<file path="src/hw/rscc_map.vh">
// register map, reset values and timing counts of the reset and clock control block
`ifndef RSCC_MAP_VH
`define RSCC_MAP_VH
// register indices; byte address is four times the index
`define RSCC_IDX_CTRL_A 8'h06
`define RSCC_IDX_CTRL_B 8'h07
`define RSCC_IDX_PM_A 8'h10
`define RSCC_IDX_PM_B 8'h11
`define RSCC_IDX_OSC 8'h12
`define RSCC_IDX_PM_C 8'h13
`define RSCC_IDX_PROT 8'h14
`define RSCC_IDX_STAT 8'h15
// control a fields
`define RSCC_A_OUTSEL_LO 0
`define RSCC_A_OUTSEL_HI 1
`define RSCC_A_WAITGATE 2
`define RSCC_A_SUBDRV 3
`define RSCC_A_SUBPIN 4
`define RSCC_A_MAINSTOP 5
`define RSCC_A_MAINDIV 6
`define RSCC_A_SYSSRC 7
// control b fields
`define RSCC_B_ALLSTOP 0
`define RSCC_B_MAINDRV 5
`define RSCC_B_DIV_LO 6
`define RSCC_B_DIV_HI 7
// own register fields
`define RSCC_PMA_SWRST 3
`define RSCC_PMA_MODE_LO 0
`define RSCC_PMA_MODE_HI 1
`define RSCC_PMB_WDACT 2
`define RSCC_OSC_DETEN 0
`define RSCC_OSC_SRC2 1
`define RSCC_OSC_ACT 7
`define RSCC_PMC_LOCK 1
`define RSCC_PROT_EN 0
// reset values
`define RSCC_RST_CTRL_A 8'h48
`define RSCC_RST_CTRL_B 8'h20
`define RSCC_RST_PM_A 8'h00
`define RSCC_RST_PM_B 8'h00
`define RSCC_RST_OSC 8'h02
`define RSCC_RST_PM_C 8'h00
`define RSCC_RST_PROT 8'h00
// internal reset hold length in clk_in cycles
`define RSCC_HOLD_CYCLES 5'd16
`endif

</file>
<file path="src/hw/rscc_top.v">
// reset source collection and system clock control with an apb register port
//
// Behaviour
// RQ1: while reset pin is low, hold pins, core and all registers in reset
// RQ2: on reset pin release, pulse a start-from-reset-vector request
// RQ3: after any reset, processor clock is low-speed on-chip clock divided by eight; oscillation-stop reset keeps the second source bit instead
// RQ4: no reset clears ram; reset during ram write marks ram indeterminate; code marks it only for pin and watchdog resets
// RQ5: reset driver holds pin low twenty low-speed periods on stable supply
// RQ6: at power-up driver holds pin low through stabilise wait plus twenty periods
// RQ7: writing 1 to software reset bit resets all but a kept subset, restarts
// RQ8: watchdog underflow with action select 1 resets all but kept subset
// RQ9: watchdog action select is set-only and forced to 1 under source protection
// RQ10: oscillation stop with action bit 0 resets and halts, mode bits kept
// RQ11: output select drives pin as port, subclock, div-8 or div-32 clock
// RQ12: wait-mode gate bit stops peripheral base clock in wait mode only
// RQ13: subclock drive forced high while subclock pins are ports or on stop entry
// RQ14: main clock stop bit turns off main oscillator and holds its output high
// RQ15: main divider bit picks divide-by-8 or field; set on stop entry
// RQ16: system clock source bit picks subclock when 1, else main or low-speed
// RQ17: lock bit blocks writes to wait gate, main stop and source bits; code leaves the second source bit writable
// RQ18: subclock selected with main stopped holds divider and main drive at 1
// RQ19: software selects other source, disables detection, then stops main clock
// RQ20: software restarts main clock, waits, then clears both source bits
// RQ21: all-clock stop bit set to 1 stops all clocks and enters stop mode
// RQ22: clock registers accept writes only while protect enable bit is 1
// RQ23: second source bit picks main when 0, low-speed when 1, if source bit 0
// RQ24: lock bit 0 leaves protect register in charge, 1 disables modification
`include "rscc_map.vh"
module rscc_top (
   input wire clk_in,
   input wire arst_n_in,
   input wire psel,
   input wire penable,
   input wire pwrite,
   input wire [7:0] paddr,
   input wire [31:0] pwdata,
   output wire [31:0] prdata,
   output wire pready,
   output wire pslverr,
   input wire ext_reset_n_in,
   input wire wdt_underflow_in,
   input wire osc_stop_in,
   input wire ram_write_in,
   input wire wait_mode_in,
   input wire wake_in,
   input wire count_source_protection_enable_in,
   input wire subclock_tap_in,
   input wire low_speed_onchip_clock_in,
   output reg system_reset_n_out,
   output reg vector_fetch_out,
   output reg clock_output_pin_out,
   output reg clock_output_oe_out,
   output reg main_osc_enable_out,
   output reg main_oscillator_output_pin_out,
   output reg peripheral_clock_enable_out,
   output reg stop_mode_out,
   output reg [1:0] cpu_clock_source_out,
   output reg [2:0] cpu_clock_divider_out,
   output reg subclock_drive_strength_out,
   output reg main_drive_strength_out,
   output reg osc_detect_enable_out
);
   localparam ST_RUN = 2'd0;
   localparam ST_HOLD = 2'd1;
   localparam ST_WAIT = 2'd2;
   reg [1:0] pin_sync;
   reg [1:0] osc_sync;
   reg [1:0] sub_sync;
   reg [1:0] lso_sync;
   reg [7:0] ctrl_a;
   reg [7:0] ctrl_b;
   reg [7:0] pm_a;
   reg [7:0] pm_b;
   reg [7:0] osc_reg;
   reg [7:0] pm_c;
   reg [7:0] prot;
   reg [3:0] cause;
   reg ram_bad;
   reg [1:0] state;
   reg [4:0] hold_cnt;
   reg [4:0] div_cnt;
   reg [31:0] rd_data;
   reg [31:0] rd_q;
   reg addr_ok;
   wire pin_low = ~pin_sync[1];
   wire osc_stopped = osc_sync[1];
   wire wr = psel & penable & pwrite;
   wire [7:0] wd = pwdata[7:0];
   wire wr_ok = prot[`RSCC_PROT_EN]; // [RQ22]
   wire locked = pm_c[`RSCC_PMC_LOCK]; // [RQ24]
   wire wr_a = wr & ({2'b00, paddr} == {`RSCC_IDX_CTRL_A, 2'b00}) & wr_ok;
   wire wr_b = wr & ({2'b00, paddr} == {`RSCC_IDX_CTRL_B, 2'b00}) & wr_ok;
   wire wr_osc = wr & ({2'b00, paddr} == {`RSCC_IDX_OSC, 2'b00}) & wr_ok;
   wire wr_pma = wr & ({2'b00, paddr} == {`RSCC_IDX_PM_A, 2'b00});
   wire wr_pmb = wr & ({2'b00, paddr} == {`RSCC_IDX_PM_B, 2'b00});
   wire wr_pmc = wr & ({2'b00, paddr} == {`RSCC_IDX_PM_C, 2'b00});
   wire wr_prot = wr & ({2'b00, paddr} == {`RSCC_IDX_PROT, 2'b00});
   wire sw_rst = wr_pma & wd[`RSCC_PMA_SWRST]; // [RQ7]
   wire wdt_rst = wdt_underflow_in & pm_b[`RSCC_PMB_WDACT]; // [RQ8]
   wire osc_rst = osc_stopped & ~osc_reg[`RSCC_OSC_ACT]; // [RQ10]
   wire full_clr = pin_low | sw_rst | wdt_rst; // [RQ1]
   wire any_clr = full_clr | osc_rst;
   wire stop_entry = wr_b & wd[`RSCC_B_ALLSTOP] & ~locked & ~ctrl_b[`RSCC_B_ALLSTOP];
   ////////////////////////////////////////////////////////////////////////////////
   // pin and foreign-clock synchronisers
   always @(posedge clk_in or negedge arst_n_in) begin
      if (!arst_n_in) begin
         pin_sync <= 2'b00;
         osc_sync <= 2'b00;
         sub_sync <= 2'b00;
         lso_sync <= 2'b00;
      end else begin
         pin_sync <= {pin_sync[0], ext_reset_n_in};
         osc_sync <= {osc_sync[0], osc_stop_in};
         sub_sync <= {sub_sync[0], subclock_tap_in};
         lso_sync <= {lso_sync[0], low_speed_onchip_clock_in};
      end
   end
   ////////////////////////////////////////////////////////////////////////////////
   // reset sequencer: hold internal reset, then request vector fetch
   always @(posedge clk_in or negedge arst_n_in) begin
      if (!arst_n_in) begin
         state <= ST_HOLD;
         hold_cnt <= `RSCC_HOLD_CYCLES;
         system_reset_n_out <= 1'b0;
         vector_fetch_out <= 1'b0;
         cause <= 4'h1;
         ram_bad <= 1'b0;
      end else begin
         vector_fetch_out <= 1'b0;
         if (any_clr) begin
            state <= ST_HOLD;
            hold_cnt <= `RSCC_HOLD_CYCLES;
            system_reset_n_out <= 1'b0;
            cause <= {osc_rst, wdt_rst, sw_rst, pin_low};
            if ((pin_low | wdt_rst) & ram_write_in) begin
               ram_bad <= 1'b1; // [RQ4]
            end
         end else begin
            case (state)
               ST_HOLD: begin
                  if (hold_cnt == 5'd0) begin
                     state <= ST_WAIT;
                  end else begin
                     hold_cnt <= hold_cnt - 5'd1;
                  end
               end
               ST_WAIT: begin
                  state <= ST_RUN;
                  system_reset_n_out <= 1'b1;
                  vector_fetch_out <= 1'b1; // [RQ2]
               end
               ST_RUN: begin
                  if (wr_pma & ~wd[`RSCC_PMA_SWRST]) begin
                     ram_bad <= 1'b0;
                  end
               end
               default: begin
                  state <= ST_HOLD;
               end
            endcase
         end
      end
   end
   ////////////////////////////////////////////////////////////////////////////////
   // registers; ram itself is never touched by any reset
   always @(posedge clk_in or negedge arst_n_in) begin
      if (!arst_n_in) begin
         ctrl_a <= `RSCC_RST_CTRL_A;
         ctrl_b <= `RSCC_RST_CTRL_B;
         pm_a <= `RSCC_RST_PM_A;
         pm_b <= `RSCC_RST_PM_B;
         osc_reg <= `RSCC_RST_OSC;
         pm_c <= `RSCC_RST_PM_C;
         prot <= `RSCC_RST_PROT;
      end else if (full_clr) begin
         ctrl_a <= `RSCC_RST_CTRL_A; // [RQ1] [RQ3]
         ctrl_b <= `RSCC_RST_CTRL_B;
         pm_a <= `RSCC_RST_PM_A;
         osc_reg <= `RSCC_RST_OSC; // [RQ3]
         pm_c <= `RSCC_RST_PM_C;
         prot <= `RSCC_RST_PROT;
         if (pin_low) begin
            pm_b <= `RSCC_RST_PM_B;
         end
      end else if (osc_rst) begin
         ctrl_a <= `RSCC_RST_CTRL_A; // [RQ10]
         ctrl_b <= `RSCC_RST_CTRL_B;
         pm_b <= `RSCC_RST_PM_B;
         pm_c <= `RSCC_RST_PM_C;
         prot <= `RSCC_RST_PROT;
         pm_a <= pm_a & 8'h03;
      end else begin
         if (wr_a) begin
            ctrl_a[`RSCC_A_OUTSEL_HI:`RSCC_A_OUTSEL_LO] <= wd[1:0]; // [RQ11]
            ctrl_a[`RSCC_A_SUBDRV] <= wd[`RSCC_A_SUBDRV];
            ctrl_a[`RSCC_A_SUBPIN] <= wd[`RSCC_A_SUBPIN];
            ctrl_a[`RSCC_A_MAINDIV] <= wd[`RSCC_A_MAINDIV]; // [RQ15]
            if (!locked) begin
               ctrl_a[`RSCC_A_WAITGATE] <= wd[`RSCC_A_WAITGATE]; // [RQ17]
               ctrl_a[`RSCC_A_MAINSTOP] <= wd[`RSCC_A_MAINSTOP];
               ctrl_a[`RSCC_A_SYSSRC] <= wd[`RSCC_A_SYSSRC];
            end
         end
         if (!ctrl_a[`RSCC_A_SUBPIN] | stop_entry) begin
            ctrl_a[`RSCC_A_SUBDRV] <= 1'b1; // [RQ13]
         end
         if (stop_entry) begin
            ctrl_a[`RSCC_A_MAINDIV] <= 1'b1; // [RQ15]
         end
         if (ctrl_a[`RSCC_A_SYSSRC] & ctrl_a[`RSCC_A_MAINSTOP]) begin
            ctrl_a[`RSCC_A_MAINDIV] <= 1'b1; // [RQ18]
         end
         if (wr_b) begin
            ctrl_b[`RSCC_B_DIV_HI:`RSCC_B_DIV_LO] <= wd[7:6];
            ctrl_b[`RSCC_B_MAINDRV] <= wd[`RSCC_B_MAINDRV];
            if (!locked) begin
               ctrl_b[`RSCC_B_ALLSTOP] <= wd[`RSCC_B_ALLSTOP]; // [RQ21]
            end
         end else if (wake_in) begin
            ctrl_b[`RSCC_B_ALLSTOP] <= 1'b0;
         end
         if (ctrl_a[`RSCC_A_SYSSRC] & ctrl_a[`RSCC_A_MAINSTOP]) begin
            ctrl_b[`RSCC_B_MAINDRV] <= 1'b1; // [RQ18]
         end
         if (wr_osc) begin
            osc_reg[`RSCC_OSC_SRC2] <= wd[`RSCC_OSC_SRC2];
            osc_reg[`RSCC_OSC_ACT] <= wd[`RSCC_OSC_ACT];
            if (!locked) begin
               osc_reg[`RSCC_OSC_DETEN] <= wd[`RSCC_OSC_DETEN];
            end
         end
         if (wr_pma) begin
            pm_a[`RSCC_PMA_MODE_HI:`RSCC_PMA_MODE_LO] <= wd[1:0];
         end
         if (count_source_protection_enable_in) begin
            pm_b[`RSCC_PMB_WDACT] <= 1'b1; // [RQ9]
         end else if (wr_pmb & wd[`RSCC_PMB_WDACT]) begin
            pm_b[`RSCC_PMB_WDACT] <= 1'b1; // [RQ9]
         end
         if (wr_pmc & wd[`RSCC_PMC_LOCK]) begin
            pm_c[`RSCC_PMC_LOCK] <= 1'b1; // [RQ24]
         end
         if (wr_prot) begin
            prot[`RSCC_PROT_EN] <= wd[`RSCC_PROT_EN];
         end
      end
   end
   ////////////////////////////////////////////////////////////////////////////////
   // main clock taps: divide-by-8 and divide-by-32 square waves
   always @(posedge clk_in or negedge arst_n_in) begin
      if (!arst_n_in) begin
         div_cnt <= 5'd0;
      end else if (stop_mode_out | ctrl_a[`RSCC_A_MAINSTOP]) begin
         div_cnt <= 5'd0;
      end else begin
         div_cnt <= div_cnt + 5'd1;
      end
   end
   ////////////////////////////////////////////////////////////////////////////////
   // clock control outputs
   always @(posedge clk_in or negedge arst_n_in) begin
      if (!arst_n_in) begin
         clock_output_pin_out <= 1'b0;
         clock_output_oe_out <= 1'b0;
         main_osc_enable_out <= 1'b0;
         main_oscillator_output_pin_out <= 1'b1;
         peripheral_clock_enable_out <= 1'b0;
         stop_mode_out <= 1'b0;
         cpu_clock_source_out <= 2'd1;
         cpu_clock_divider_out <= 3'd3;
         subclock_drive_strength_out <= 1'b1;
         main_drive_strength_out <= 1'b1;
         osc_detect_enable_out <= 1'b0;
      end else begin
         clock_output_oe_out <= ctrl_a[1:0] != 2'b00; // [RQ11]
         case (ctrl_a[1:0])
            2'b01: clock_output_pin_out <= sub_sync[1];
            2'b10: clock_output_pin_out <= div_cnt[2];
            2'b11: clock_output_pin_out <= div_cnt[4];
            default: clock_output_pin_out <= 1'b0;
         endcase
         stop_mode_out <= ctrl_b[`RSCC_B_ALLSTOP]; // [RQ21]
         main_osc_enable_out <= ~ctrl_a[`RSCC_A_MAINSTOP] & ~ctrl_b[`RSCC_B_ALLSTOP]; // [RQ14]
         main_oscillator_output_pin_out <= ctrl_a[`RSCC_A_MAINSTOP] |
            ctrl_b[`RSCC_B_ALLSTOP] | div_cnt[0]; // [RQ14]
         peripheral_clock_enable_out <= system_reset_n_out & ~ctrl_b[`RSCC_B_ALLSTOP] &
            ~(wait_mode_in & ctrl_a[`RSCC_A_WAITGATE]); // [RQ12]
         if (ctrl_a[`RSCC_A_SYSSRC]) begin
            cpu_clock_source_out <= 2'd2; // [RQ16]
         end else if (osc_reg[`RSCC_OSC_SRC2]) begin
            cpu_clock_source_out <= 2'd1; // [RQ23]
         end else begin
            cpu_clock_source_out <= 2'd0; // [RQ23]
         end
         if (ctrl_a[`RSCC_A_MAINDIV]) begin
            cpu_clock_divider_out <= 3'd3; // [RQ3] [RQ15]
         end else begin
            case (ctrl_b[7:6])
               2'b01: cpu_clock_divider_out <= 3'd1;
               2'b10: cpu_clock_divider_out <= 3'd2;
               2'b11: cpu_clock_divider_out <= 3'd4;
               default: cpu_clock_divider_out <= 3'd0;
            endcase
         end
         subclock_drive_strength_out <= ctrl_a[`RSCC_A_SUBDRV];
         main_drive_strength_out <= ctrl_b[`RSCC_B_MAINDRV];
         osc_detect_enable_out <= osc_reg[`RSCC_OSC_DETEN];
      end
   end
   ////////////////////////////////////////////////////////////////////////////////
   // apb read path; data captured in the setup cycle, unmapped addresses answer with pslverr
   always @* begin
      rd_data = 32'h0000_0000;
      addr_ok = 1'b1;
      case ({2'b00, paddr})
         {`RSCC_IDX_CTRL_A, 2'b00}: rd_data[7:0] = ctrl_a;
         {`RSCC_IDX_CTRL_B, 2'b00}: rd_data[7:0] = ctrl_b;
         {`RSCC_IDX_PM_A, 2'b00}: rd_data[7:0] = pm_a;
         {`RSCC_IDX_PM_B, 2'b00}: rd_data[7:0] = pm_b;
         {`RSCC_IDX_OSC, 2'b00}: rd_data[7:0] = {osc_reg[7:2], osc_reg[1:0]};
         {`RSCC_IDX_PM_C, 2'b00}: rd_data[7:0] = pm_c;
         {`RSCC_IDX_PROT, 2'b00}: rd_data[7:0] = prot;
         {`RSCC_IDX_STAT, 2'b00}: rd_data[7:0] = {lso_sync[1], stop_mode_out, osc_stopped,
            ram_bad, cause};
         default: addr_ok = 1'b0;
      endcase
   end
   always @(posedge clk_in or negedge arst_n_in) begin
      if (!arst_n_in) begin
         rd_q <= 32'h0000_0000;
      end else if (psel & ~penable) begin
         rd_q <= rd_data;
      end
   end
   assign prdata = rd_q;
   assign pready = 1'b1;
   assign pslverr = psel & penable & ~addr_ok;
endmodule // rscc_top

</file>
<file path="config.mk">
export PLATFORM = sky130hd
export DESIGN_NAME = rscc_top
export DESIGN_NICKNAME = d
export VERILOG_FILES = /design/src/hw/rscc_top.v
export VERILOG_INCLUDE_DIRS = /design/src /design/src/hw
export SDC_FILE = /design/constraint.sdc
export NUM_CORES = 1
export LEC_CHECK = 0
export CAP_MARGIN = 0
export CORE_ASPECT_RATIO = 0.9
export CORE_UTILIZATION = 56
export DETAILED_ROUTE_END_ITERATION = 8
export DONT_BUFFER_PORTS = 1
export GPL_ROUTABILITY_DRIVEN = 0
export PLACE_DENSITY = 0.71
export SLEW_MARGIN = 20
export SYNTH_ARGS = -nofsm -noshare
export SYNTH_HDL_FRONTEND = slang
export SYNTH_SLANG_ARGS = --single-unit
</file>
<file path="constraint.sdc">
create_clock -name clk_in -period 4 [get_ports clk_in]
set_input_delay 0.6 -clock clk_in [delete_from_list [all_inputs] [get_ports clk_in]]
set_output_delay 0.6 -clock clk_in [all_outputs]
set_load 0.05 [all_outputs]
</file>
==> flow_metrics.tcl <==
set metrics [dict create \
    multi_input_area_sq_um 1440 \
    maxCapViolations 0 \
    synthFlopType "dfrtp_1" \
    area_growth_pct 3.987 \
    cp.buffers_inverters 0 \
    rsz0062_at_grt "no" \
    grt_usage_pct 24.05 \
    worstSetupStartpoint "paddr[4]" \
    routed_wl_microns 7055 \
    die_width_microns 84.39 \
    setup_ws_ps 1723 \
    fillers 478 \
    finalHoldViolCount 0 \
    cts_hold_buffers 1 \
    synth_top_cell_by_area "dfrtp_1" \
    critPathRequiredTime_ps 3400 \
    drt_iter0_markers 168 \
    period_needed_ps 2277 \
    powerDensity_nw_per_um2 417.2 \
    grt_remaining_overflow 0 \
    die_y_microns 76.15 \
    r2r_slack_ps 2120 \
    route.vias.total 2303 \
    cts_htree_levels 3 \
    cts_resized 0 \
    cp.depth 4 \
    final_cell_area_sq_um 3557 \
    critPathCapture "pslverr" \
    clk_latency_ps 350 \
    hp-class "in2async" \
    peakVddDrop_uv 247.0 \
    drc 13 \
    finalNonFillerCells 397 \
    violations "design-rule violations" \
    path_clk_slew_ps 70 \
    reg2reg_from "state[0]" \
    max_stage_delay_ps 690 \
    critical_path_arrival_ps 1680 \
    rows 26 \
    drv_slew 0 \
    cts-buffers-inserted 9 \
    period_share_pct 56.93 \
    post_drt_wl_per_cell_microns 17.77 \
    reg2reg_to "hold_cnt[1]" \
    worstRegToRegCells 5 \
    finClkSkew_ps 9.808 \
    synth.top_cell.area_share_pct 40.97 \
    pre_cts_ws_ps 1739 \
    diodes 0 \
    drive_above_1_share_pct 14.07 \
    status "complete, but fails checks" \
    crit_type "in2out" \
    ant_nets 0 \
    io_pins 104 \
    hpwl_microns 4833 \
    first_global_vias 2260 \
    grt_pass1_wl_microns 11670 \
    fin_nets 382 \
    synth_edf_count 0 \
    grt_max_degree 57 \
    postSynthCellCount 325 \
    regArea_sq_um 1743 \
    synth_area_leaders "dfrtp_1 (41%), dfstp_2 (10%), buf_4 (5.9%), mux2i_1 (4.1%), nand2_1 (3.8%)" \
    crit_slowest_cell "nor2_1" \
    place_area_sq_um 3319 \
    max_slew_margin_pct 40.93 \
    p_leak_nw 1.563 \
    synth.cell_area_sq_um 3421 \
    tightestPinTransition_ps 882.7 \
    synthArstFlopShare_pct 100.0 \
    setup_viol 0 \
    critical-path-top-delay-family "simple AND/OR/NAND/NOR gates" \
    die_area_sq_um 6426 \
    synth_seq_cells 69 \
    clock_path_buffers 2 \
    fmax_mhz 439.1 \
    ys_types 59 \
    viasPerCell 5.801 \
    initial_core_util_pct 59.08 \
    drt_pass1_iterations 6 \
    startpoint_type "input port" \
    cts_root_buf "clkbuf_8" \
    synth.most_common_cell "dfrtp_1" \
    seq_area_frac_synth_pct 50.95 \
    crit_chain "nand2_1, xnor2_1, and3_1, nor2_1" \
    core_area_sq_um 5791 \
    synth_common_cells "dfrtp_1 (56), nand2_1 (35), buf_4 (27), nor2_1 (25)" \
    crit_fanout 6 \
    cp-end-kind "primary output" \
    avgSynthCellArea_sq_um 10.53 \
    antenna_found_initial 0 \
    tns_ps 0 \
    yosys_warnings 0 \
    cts.sinks 69 \
    cts_tree "yes" \
    post-cts-setup-buffers 0 \
    dp.cells 380 \
    io_buffer_count 0 \
]
[cells in the final DEF, fill, tap and decap left out, types with 2 or more instances in the layout]
master,Yosys,routed
and3_1,4,4
or3_1,2,2
nor4b_4,2,2
dfstp_2,13,13
dfrtp_1,56,56
a21o_1,2,2
nand3_1,15,15
a41oi_1,2,2
clkbuf_8,3,11
nor2_1,25,25
ha_1,6,6
inv_1,11,11
nand4_1,6,6
xor2_1,4,4
xnor2_1,4,4
nand2_1,35,35
nor2b_1,3,3
mux2i_1,14,14
mux2_2,4,4
a22oi_1,4,4
o21ai_0,15,15
conb_1,2,25
clkinvlp_4,0,2
nor4bb_1,2,2
nand2b_1,3,3
nor3_1,6,6
and2_1,4,4
a21oi_1,11,11
nand3b_1,2,2
a31oi_1,2,2
a22o_1,3,3
[through the flow]
step | util [%] | hold slack [ps] | total power [mW]
after detailed placement | 57.33 | 306.3 | 0.9009
after global routing | 61.43 | 68.04 | 1.548
final | 61.43 | 91.12 | 1.484
after CTS | 61.43 | 61.80 | 1.506
after floorplan | - | 304.4 | 0.9082
after global placement | 57.33 | 306.5 | 0.8965
[report_power, final]
| part | switching, mW | internal (mW) | total, mW |
|---|---|---|---|
| logic | 0.123 | 0.0496 | 0.173 |
| registers | 0.0132 | 0.718 | 0.731 |
| clock network | 0.258 | 0.322 | 0.580 |
[worst register-to-register path: stages, from the launching register on]
cell,delay (ps)
dfstp_2,550
ha_1,150
inv_1,50
a31oi_1,580
mux2_2,410
nor2_1,80
[logic make-up (layout without fill, tap and decap cells)]
group / after synthesis / after routing / share of synthesized area (%)
flip-flops: 69 / 69 / 50.95
XOR/XNOR: 8 / 8 / 2.048
multiplexers: 18 / 18 / 5.413
adder cells (fa/ha/maj): 6 / 6 / 2.195
other: 2 / 25 / 0.2195
AND/OR/NAND/NOR: 122 / 122 / 20.26
AO/OA/AOI/OAI: 50 / 50 / 9.437
buffers and inverters: 50 / 29 / 9.473
[layer usage]
| metal | part of all wire, % | wire length [microns] | GRT usage (%) | vias to the layer above |
|---|---|---|---|---|
| met5 | 0 | 0 | 0 | - |
| met4 | 1.1 | 79 | 7.458 | 0 |
| met3 | 10 | 724 | 9.209 | 9 |
| met2 | 44 | 3126 | 34.67 | 108 |
| met1 | 44 | 3125 | 33.72 | 1116 |
| li1 | - | - | - | 1070 |
[worst min path at each step]
stage	from	end	slack (ps)	depth (start not counted)
finish	arst_n_in	main_drive_strength_out	90	0
global placement	arst_n_in	main_osc_enable_out	310	0
global route	arst_n_in	hold_cnt[4]	70	0
CTS	arst_n_in	hold_cnt[4]	60	0
floorplan	arst_n_in	cause[1]	300	0
detailed placement	arst_n_in	main_osc_enable_out	310	0
[cell type report]
class                   count  area share, %
clock buffers              11          4.256
repair buffers              2         0.9849
well taps                  70          2.462
flip-flops and latches     69          49.00
inverters                  11          1.161
clock inverters             5          1.653
multi-input cells         229          40.49
No activity file was read; power rests on OpenSTA's default activity.
